`src/core/pwm_params.svh`:
```
// Purpose: offsets, field positions and reset values of the triggered pwm block
// Assumes: byte addresses on a 32-bit Avalon-MM slave
// Notes: definitions only
`ifndef PWM_PARAMS_SVH
`define PWM_PARAMS_SVH

// ==========================================================
// register byte offsets
`define OFS_CTRL 5'h00
`define OFS_PRESET_ONE 5'h04
`define OFS_PRESET_TWO 5'h08
`define OFS_COUNT 5'h0c
`define OFS_STATUS 5'h10
`define OFS_COMPARE 5'h14

// ==========================================================
// control register fields
`define CTRL_COUNT_EN 0
`define CTRL_TRIG_SRC_LO 1
`define CTRL_TRIG_SRC_HI 2
`define CTRL_TRIG_LEVEL 3
`define CTRL_CLEAR_SEL 4
`define CTRL_RESET_SEL 5
`define CTRL_NO_DEAD 6
`define CTRL_ONE_SHOT 7
`define CTRL_OUT_EN 8
`define CTRL_PWM_MODE 9
`define CTRL_INIT_LEVEL 10
`define CTRL_WIDTH 11

// ==========================================================
// status register fields
`define STAT_WAVE 0
`define STAT_ACTIVE 1
`define STAT_RUN 2
`define STAT_DONE 3

// ==========================================================
// reset values and counter limits
`define CTRL_RESET 11'h000
`define PRESET_RESET 16'h0000
`define COUNT_FULL 16'hffff
`define COUNT_FIRST 16'h0001

`endif

```
`src/core/pwm_pkg.sv`:
```
// Purpose: shared types of the triggered pwm block
// Assumes: nothing
// Notes: codes of the trigger source follow the control field
package pwm_pkg;

  typedef enum logic [1:0] {
    SRC_SOFTWARE = 2'b00,
    SRC_LINE_0 = 2'b01,
    SRC_LINE_1 = 2'b10,
    SRC_LINE_2 = 2'b11
  } trig_src_type;

  typedef enum logic [1:0] {
    PH_IDLE = 2'b00,
    PH_ARM = 2'b01,
    PH_RUN = 2'b10,
    PH_DONE = 2'b11
  } phase_type;

endpackage

```
`src/core/pwm_wave.sv`:
```
// Purpose: 16-bit counter, compare registers and waveform of the triggered pwm
// Assumes: active is the combinational trigger validity, not yet sampled
// Notes: wave_d and run_d are next values, registered by the parent
`timescale 1ns/1ps
`include "pwm_params.svh"

module pwm_wave #(
  parameter int WIDTH = 16
) (
  input wire logic clk,
  input wire logic reset_n,
  input wire logic active,
  input wire logic [WIDTH-1:0] preset_one,
  input wire logic [WIDTH-1:0] preset_two,
  input wire logic clear_on_cmp_one,
  input wire logic reset_on_cmp_two,
  input wire logic one_shot,
  output logic wave_d,
  output logic run_d,
  output logic [WIDTH-1:0] count_q,
  output logic [WIDTH-1:0] cmp_one_q,
  output logic [WIDTH-1:0] cmp_two_q,
  output pwm_pkg::phase_type phase_q
);
  import pwm_pkg::*;

  logic wave_q;
  logic wrap;
  logic low_match;
  logic [WIDTH-1:0] rst_cmp;
  phase_type phase_d;

  // ========================================================
  // period end and duty end
  assign wrap = clear_on_cmp_one ? (count_q == cmp_one_q)
              : (count_q == WIDTH'(`COUNT_FULL));
  assign rst_cmp = reset_on_cmp_two ? cmp_two_q : cmp_one_q;
  assign low_match = (count_q == rst_cmp);
  assign run_d = (phase_d == PH_RUN);

  // ========================================================
  // phase sequence
  always_comb begin
    phase_d = phase_q;
    if (!active) begin
      phase_d = PH_IDLE;
    end else begin
      case (phase_q)
        PH_IDLE: phase_d = PH_ARM;
        PH_ARM: phase_d = PH_RUN;
        PH_RUN: begin
          if (wrap && one_shot) begin
            phase_d = PH_DONE;
          end
        end
        PH_DONE: phase_d = PH_DONE;
        default: phase_d = PH_IDLE;
      endcase
    end
  end

  always_ff @(posedge clk) begin
    if (!reset_n) begin
      phase_q <= PH_IDLE;
    end else begin
      phase_q <= phase_d;
    end
  end

  // ========================================================
  // waveform next value
  always_comb begin
    wave_d = 1'b0;
    if (active) begin
      case (phase_q)
        PH_IDLE: wave_d = 1'b0;
        PH_ARM: wave_d = !low_match;
        PH_RUN: begin
          if (wrap) begin
            wave_d = !one_shot;
          end else if (low_match) begin
            wave_d = 1'b0;
          end else begin
            wave_d = wave_q;
          end
        end
        PH_DONE: wave_d = 1'b0;
        default: wave_d = 1'b0;
      endcase
    end
  end

  always_ff @(posedge clk) begin
    if (!reset_n) begin
      wave_q <= 1'b0;
    end else begin
      wave_q <= wave_d;
    end
  end

  // ========================================================
  // binary counter
  always_ff @(posedge clk) begin
    if (!reset_n) begin
      count_q <= '0;
    end else if (!active) begin
      count_q <= '0;
    end else if (phase_q == PH_ARM) begin
      count_q <= WIDTH'(`COUNT_FIRST);
    end else if (phase_q == PH_RUN) begin
      count_q <= wrap ? '0 : count_q + WIDTH'(1);
    end else begin
      count_q <= '0;
    end
  end

  // ========================================================
  // preset to compare transfer, at rest or at a period boundary
  always_ff @(posedge clk) begin
    if (!reset_n) begin
      cmp_one_q <= WIDTH'(`PRESET_RESET);
      cmp_two_q <= WIDTH'(`PRESET_RESET);
    end else if (phase_q != PH_RUN || wrap) begin
      cmp_one_q <= preset_one;
      cmp_two_q <= preset_two;
    end
  end

endmodule // pwm_wave

```
`src/core/triggered_pwm_output.sv`:
```
// Purpose: gated pwm generator for three switch gate pin pairs, Avalon-MM registers
// Assumes: trigger lines synchronous to clk; clk is the count clock
// Notes: one wait state on every bus access
//
// Added by the designer: the register offsets and the Avalon-MM interface to the registers.
`timescale 1ns/1ps
`include "pwm_params.svh"

// What this block does
// source field 01,10,11 picks trigger line 0,1,2; 00 picks software enable
// line trigger counts while line is high if level bit 1, low if 0
// software mode counts while count enable is 1; level bit ignored
// software programs source field before setting count enable
// counter cleared to zero whenever counting stops
// presets move into compare registers on the count clock
// software leaves presets alone while output operation runs
// operation valid one clock after trigger; output low until next clock
// output high from count zero to compare-two match; first cycle from one
// standard variant: low after match, full overflow sets high and period
// trigger invalid: timer initialised and outputs forced low at once
// standard variant: software selects overflow as clear source
// reset source bit picks compare-one or compare-two match for low
// count enable 0 holds both complementary outputs low
// high-precision variant: compare one gives period, compare two duty
// high-precision variant: compare-one match clears counter, output high
// high-precision variant: software sets clear and reset source bits to 1
// output starts low, first rises on second clock after trigger
// compare two above compare one keeps output high in high-precision
// one-shot bit gives one pulse instead of a repeating wave
// software sets output enable and pwm mode, clears initial level
// three pin pairs A, B, C of primary and companion outputs
// selected trigger level sampled on the count clock edge
module triggered_pwm_output #(
  parameter int WIDTH = 16
) (
  input wire logic clk,
  input wire logic reset_n,
  input wire logic [4:0] address,
  input wire logic read,
  input wire logic write,
  input wire logic [31:0] writedata,
  input wire logic [3:0] byteenable,
  output logic [31:0] readdata,
  output logic waitrequest,
  input wire logic ext_trigger_line_0,
  input wire logic ext_trigger_line_1,
  input wire logic ext_trigger_line_2,
  output logic primary_output_a,
  output logic companion_output_a,
  output logic primary_output_b,
  output logic companion_output_b,
  output logic primary_output_c,
  output logic companion_output_c
);
  import pwm_pkg::*;

  // ========================================================
  // declarations
  logic [`CTRL_WIDTH-1:0] ctrl_q;
  logic [WIDTH-1:0] preset_one_q;
  logic [WIDTH-1:0] preset_two_q;
  logic [31:0] readdata_q;
  logic waitrequest_q;
  logic [2:0] primary_q;
  logic [2:0] companion_q;
  logic active_q;
  logic [31:0] read_mux;
  logic [31:0] ctrl_merged;
  logic bus_req;
  logic wr_take;
  logic count_enable_bit;
  trig_src_type trigger_source_field;
  logic trigger_level_select;
  logic counter_clear_source_sel;
  logic output_reset_source_sel;
  logic no_dead_time_bit;
  logic one_shot_select;
  logic triggered_output_enable;
  logic pwm_mode_bit;
  logic initial_level_bit;
  logic line_level;
  logic active_d;
  logic pins_on;
  logic wave_d;
  logic run_d;
  logic [WIDTH-1:0] binary_counter_value;
  logic [WIDTH-1:0] compare_reg_one;
  logic [WIDTH-1:0] compare_reg_two;
  phase_type phase_q;

  // ========================================================
  // helpers
  function automatic logic [31:0] merge_bytes(
    input logic [31:0] old_val,
    input logic [31:0] new_val,
    input logic [3:0] lanes
  );
    logic [31:0] res;
    res = old_val;
    for (int i = 0; i < 4; i++) begin
      if (lanes[i]) begin
        res[i*8 +: 8] = new_val[i*8 +: 8];
      end
    end
    return res;
  endfunction

  function automatic logic is_reg(
    input logic [4:0] addr,
    input logic [4:0] ofs
  );
    return addr[4:2] == ofs[4:2];
  endfunction

  // ========================================================
  // control field views
  assign count_enable_bit = ctrl_q[`CTRL_COUNT_EN];
  assign trigger_source_field = trig_src_type'(ctrl_q[`CTRL_TRIG_SRC_HI:`CTRL_TRIG_SRC_LO]);
  assign trigger_level_select = ctrl_q[`CTRL_TRIG_LEVEL];
  assign counter_clear_source_sel = ctrl_q[`CTRL_CLEAR_SEL];
  assign output_reset_source_sel = ctrl_q[`CTRL_RESET_SEL];
  assign no_dead_time_bit = ctrl_q[`CTRL_NO_DEAD];
  assign one_shot_select = ctrl_q[`CTRL_ONE_SHOT];
  assign triggered_output_enable = ctrl_q[`CTRL_OUT_EN];
  assign pwm_mode_bit = ctrl_q[`CTRL_PWM_MODE];
  assign initial_level_bit = ctrl_q[`CTRL_INIT_LEVEL];

  // ========================================================
  // Avalon-MM slave: one wait state, then the access completes
  assign bus_req = (read || write) && waitrequest_q;
  assign wr_take = write && !waitrequest_q;

  always_ff @(posedge clk) begin
    if (!reset_n) begin
      waitrequest_q <= 1'b1;
    end else if (bus_req) begin
      waitrequest_q <= 1'b0;
    end else begin
      waitrequest_q <= 1'b1;
    end
  end

  always_comb begin
    read_mux = 32'h0000_0000;
    if (is_reg(address, `OFS_CTRL)) begin
      read_mux[`CTRL_WIDTH-1:0] = ctrl_q;
    end else if (is_reg(address, `OFS_PRESET_ONE)) begin
      read_mux[WIDTH-1:0] = preset_one_q;
    end else if (is_reg(address, `OFS_PRESET_TWO)) begin
      read_mux[WIDTH-1:0] = preset_two_q;
    end else if (is_reg(address, `OFS_COUNT)) begin
      read_mux[WIDTH-1:0] = binary_counter_value;
    end else if (is_reg(address, `OFS_STATUS)) begin
      read_mux[`STAT_WAVE] = primary_q[0];
      read_mux[`STAT_ACTIVE] = active_q;
      read_mux[`STAT_RUN] = (phase_q == PH_RUN);
      read_mux[`STAT_DONE] = (phase_q == PH_DONE);
    end else if (is_reg(address, `OFS_COMPARE)) begin
      read_mux = {compare_reg_two, compare_reg_one};
    end
  end

  always_ff @(posedge clk) begin
    if (!reset_n) begin
      readdata_q <= 32'h0000_0000;
    end else if (bus_req && read) begin
      readdata_q <= read_mux;
    end
  end

  assign readdata = readdata_q;
  assign waitrequest = waitrequest_q;

  // ========================================================
  // writable registers; presets are not locked while running
  assign ctrl_merged = merge_bytes(32'(ctrl_q), writedata, byteenable);

  always_ff @(posedge clk) begin
    if (!reset_n) begin
      ctrl_q <= `CTRL_RESET;
    end else if (wr_take && is_reg(address, `OFS_CTRL)) begin
      ctrl_q <= ctrl_merged[`CTRL_WIDTH-1:0];
    end
  end

  always_ff @(posedge clk) begin
    if (!reset_n) begin
      preset_one_q <= WIDTH'(`PRESET_RESET);
    end else if (wr_take && is_reg(address, `OFS_PRESET_ONE)) begin
      preset_one_q <= WIDTH'(merge_bytes(32'(preset_one_q), writedata, byteenable));
    end
  end

  always_ff @(posedge clk) begin
    if (!reset_n) begin
      preset_two_q <= WIDTH'(`PRESET_RESET);
    end else if (wr_take && is_reg(address, `OFS_PRESET_TWO)) begin
      preset_two_q <= WIDTH'(merge_bytes(32'(preset_two_q), writedata, byteenable));
    end
  end

  // ========================================================
  // trigger selection and validity
  always_comb begin
    case (trigger_source_field)
      SRC_LINE_0: line_level = ext_trigger_line_0;
      SRC_LINE_1: line_level = ext_trigger_line_1;
      SRC_LINE_2: line_level = ext_trigger_line_2;
      SRC_SOFTWARE: line_level = 1'b1;
      default: line_level = 1'b0;
    endcase
  end

  always_comb begin
    if (!count_enable_bit) begin
      active_d = 1'b0;
    end else if (trigger_source_field == SRC_SOFTWARE) begin
      active_d = 1'b1;
    end else begin
      active_d = (line_level == trigger_level_select);
    end
  end

  // level seen at each clock edge only
  always_ff @(posedge clk) begin
    if (!reset_n) begin
      active_q <= 1'b0;
    end else begin
      active_q <= active_d;
    end
  end

  // ========================================================
  // counter and waveform core
  pwm_wave #(
    .WIDTH(WIDTH)
  ) u_wave (
    .clk(clk),
    .reset_n(reset_n),
    .active(active_d),
    .preset_one(preset_one_q),
    .preset_two(preset_two_q),
    .clear_on_cmp_one(counter_clear_source_sel),
    .reset_on_cmp_two(output_reset_source_sel),
    .one_shot(one_shot_select),
    .wave_d(wave_d),
    .run_d(run_d),
    .count_q(binary_counter_value),
    .cmp_one_q(compare_reg_one),
    .cmp_two_q(compare_reg_two),
    .phase_q(phase_q)
  );

  // ========================================================
  // pin pairs
  assign pins_on = triggered_output_enable && pwm_mode_bit && !initial_level_bit;

  always_ff @(posedge clk) begin
    if (!reset_n) begin
      primary_q <= 3'h0;
    end else if (pins_on && active_d) begin
      primary_q <= {3{wave_d}};
    end else begin
      primary_q <= 3'h0;
    end
  end

  // companion is the inverse only while running without dead time
  always_ff @(posedge clk) begin
    if (!reset_n) begin
      companion_q <= 3'h0;
    end else if (pins_on && active_d && run_d && no_dead_time_bit) begin
      companion_q <= {3{!wave_d}};
    end else begin
      companion_q <= 3'h0;
    end
  end

  assign primary_output_a = primary_q[0];
  assign primary_output_b = primary_q[1];
  assign primary_output_c = primary_q[2];
  assign companion_output_a = companion_q[0];
  assign companion_output_b = companion_q[1];
  assign companion_output_c = companion_q[2];

endmodule // triggered_pwm_output

```
`config.mk`:
```
export PLATFORM = sky130hd
export DESIGN_NAME = triggered_pwm_output
export DESIGN_NICKNAME = d
export VERILOG_FILES = /design/src/core/pwm_pkg.sv /design/src/core/pwm_wave.sv /design/src/core/triggered_pwm_output.sv
export VERILOG_INCLUDE_DIRS = /design/src /design/src/core
export SDC_FILE = /design/constraint.sdc
export NUM_CORES = 1
export LEC_CHECK = 0
export BUFFER_PORTS_ARGS = -buffer_cell sky130_fd_sc_hd__buf_4
export CORE_MARGIN = 5
export CORE_UTILIZATION = 57
export CTS_CLUSTER_DIAMETER = 150
export CTS_CLUSTER_SIZE = 40
export DETAILED_ROUTE_END_ITERATION = 6
export PLACE_DENSITY = 0.79
export SYNTH_ARGS = -nofsm -noshare
export SYNTH_HDL_FRONTEND = slang
export SYNTH_SLANG_ARGS = --single-unit
```
`constraint.sdc`:
```
create_clock -name clk -period 3.2 [get_ports clk]
set_input_delay 0.64 -clock clk [delete_from_list [all_inputs] [get_ports clk]]
set_output_delay 0.64 -clock clk [all_outputs]
set_load 0.01 [all_outputs]
```
==> metrics.cfg <==
[logic_synthesis]
yosysSeqAreaShare=0.4190
synth_top_family_by_area=multiplexers
synth_compound_area_frac=0.08320
avgSynthCellArea_um2=9.080
synth.mux.area_fraction=0.1958
synth-xor-area-share=0.05641
synth-simple-area-share=0.1926
yosysWarnings=0
synth_area_mm2=0.006211
syn_inst=684
syn_nets=733
synth_fa_ha_area_frac=0.002015
synth.distinct_cells=45
ys_ff_latch=130

[routing]
drc_errors=0
wl_per_cell_um=19.13
ant_nets=0
drtIter0Drc=615
routed_wl_um=16820
first_pass_iters=5
vias=5281
viasPerCell=6.008

[floorplan]
dieHeight_um=114.4
die_area_mm2=0.01308
initial_utilization=0.5780
die_w_um=114.4
io_pins=87
num_rows=38
coreArea_mm2=0.01075

[pwr]
vdd_drop_max_mv=0.4085
p_leak_uw=0.003206
p_sw_frac=0.2339
p_switching_uw=857.7
power_density_mw_per_mm2=503.8
p_int_uw=2809
clock_power_share=0.497
power_uw=3667
p_seq_frac=0.449
p_comb_frac=0.053

[timing]
slew_violations=0
rsz0062_at_grt=false
setup_viol=0
fin_crit_ns=2.961
fmax_mhz=337.7
tns_ns=0
layout_setup_ws_ns=0.2386
period_share=0.9254
hold_viol=0
finalClockSkew_ns=0.004833
relSlewSlack=0.2343
tightest_slew_ns=1.146

[cts]
post_cts_buffers=0
clock_sinks=130
cts-htree-levels=4
cts_root_buffer=clkbuf_8
ctsHoldBuffers=0
cts_resized=0
cts_buffers=17
path_clk_slew_ns=0.06
cts_tree=done
cts_max_path_buffers=2
clk_latency_ns=0.53

[worst_setup_path]
slowest_delay_ns=0.61
crit_slowest_cell=nor4_1
start_kind=register
crit_type=reg -> reg
path_cells=inv_1, o41ai_1, o32ai_1, nor4_1, a22oi_1, a2111oi_0
end_kind=register
cp.required_ns=3.59
path_max_fanout=15
crit_arrival_ns=3.36

[global_route]
grt_pass1_vias=5271
antenna_found_initial=0
overflow=0
grt_use_total=0.2684
grt_first_pass_wirelength_um=27370
grt_max_degree=109

[finish]
drive_gt1_frac=0.1813
antenna_cells=0
mostFrequentLayoutCells=dfxtp_1 (130), mux2i_1 (108), nor2_1 (107)
nFillCells=812
final_common_cell=dfxtp_1
nets=776
area_delta_synth_final_pct=17.18

[placement]
place_congestion=0.9158
io_buffers=66
pre_cts_ws_ns=0.4477
hpwl_um=11600

[hold_path]
min_path_type=in -> reg

[job]
maxCapViolCount=0

[outcome]
outcome=finished, final reports clean

[final timing paths]
check / cells after the start / end / slack, ns / start
setup reg to reg: 6 / primary_q[0] / 0.24 / ctrl_q[4]
hold reg to reg: 2 / readdata[25] / 0.46 / readdata[25]
hold / removal: 2 / waitrequest / 0.35 / read
setup / recovery: 6 / primary_q[0] / 0.24 / ctrl_q[4]
[sequential cells by signal (all words and copies together), names as in the netlist]
signal / flops
u_wave.count_q: 16
ctrl_q: 11
u_wave.cmp_two_q: 16
primary_q: 1
companion_q: 1
active_q: 1
preset_two_q: 16
waitrequest: 1
u_wave.wave_q: 1
readdata: 32
preset_one_q: 16
u_wave.phase_q: 2
u_wave.cmp_one_q: 16
[cell usage after synthesis (all sizes together)]
library cell | number | area (µm²)
or3b | 8 | 70.07
nand4b | 1 | 8.760
nor3 | 11 | 55.05
buf | 23 | 166.4
a211oi | 1 | 7.510
ha | 1 | 12.51
and3 | 7 | 43.79
inv | 7 | 26.27
o21ai | 9 | 45.04
a221oi | 11 | 96.34
o22ai | 3 | 18.77
o41ai | 5 | 62.56
clkbuf | 33 | 123.9
a31oi | 2 | 12.51
a2111oi | 1 | 8.760
mux4 | 6 | 135.1
o32ai | 4 | 35.03
and2 | 2 | 12.51
mux2i | 108 | 1081
nor2b | 7 | 43.79
nand3b | 4 | 30.03
nand2b | 3 | 18.77
nor4 | 10 | 62.56
a22oi | 1 | 7.510
dfxtp | 130 | 2603
nand2 | 58 | 217.7
nor2 | 117 | 464.2
nand4 | 4 | 25.02
a21oi | 32 | 160.2
o21a | 1 | 7.510
o211ai | 5 | 37.54
xnor2 | 24 | 210.2
xor2 | 16 | 140.1
o221ai | 2 | 17.52
and4 | 2 | 17.52
or2 | 1 | 6.260
nand3 | 24 | 120.1
[critical path: cells and delay by family, from the launching register on]
| family | cells | cell delay, ns |
|---|---|---|
| AO/OA/AOI/OAI | 4 | 1.36 |
| flip-flops | 1 | 0.57 |
| AND/OR/NAND/NOR | 1 | 0.61 |
| buffers and inverters | 1 | 0.29 |
[routing by layer]
layer / part of all wire / global-route usage / vias up
li1: - / - / 2465
met1: 0.38 / 0.3357 / 2555
met2: 0.51 / 0.4459 / 228
met3: 0.079 / 0.05708 / 33
met4: 0.029 / 0.1172 / 0
met5: 0 / 0 / -
[power groups by stage]
| stage | logic (µW) | clock network (µW) | registers, µW |
|---|---|---|---|
| 3_3_place_gp | 186 | 0 | 1680 |
| 6_report | 195 | 1820 | 1650 |
| 2_1_floorplan | 102 | 0 | 1690 |
| 5_1_grt | 212 | 1920 | 1650 |
| 3_5_place_dp | 190 | 0 | 1680 |
| 4_1_cts | 192 | 1840 | 1650 |
[final cells by class]
cell class,count,area (µm²),share of cell area
sequential,130,2603,0.3576
clock inverter,14,142.6,0.01960
multi-input combinational,491,3292,0.4523
clock buffer,17,414.1,0.05690
inverter,7,26.28,0.003610
timing repair buffer,80,625.6,0.08595
tap,140,175.2,0.02407
[through the flow]
step                        util  std cells  hold WS, ns  area, µm²
after global placement    0.6255        848       0.4454       6721
after CTS                 0.6773        879       0.3266       7278
after floorplan                -        684       0.4400       6211
after detailed placement  0.6255        848       0.4489       6721
final                     0.6773        879       0.3550       7278
after global routing      0.6773        879       0.3504       7278
[logic make-up after synthesis]
kind of cell	Yosys count
and+or+nand+nor	259
adders and majority gates	1
buffers and inverters	63
AOI/OAI and AO/OA	77
muxes	114
xor gates and xnor gates	40
DFF	130
Power figures use the tool's default switching activity.
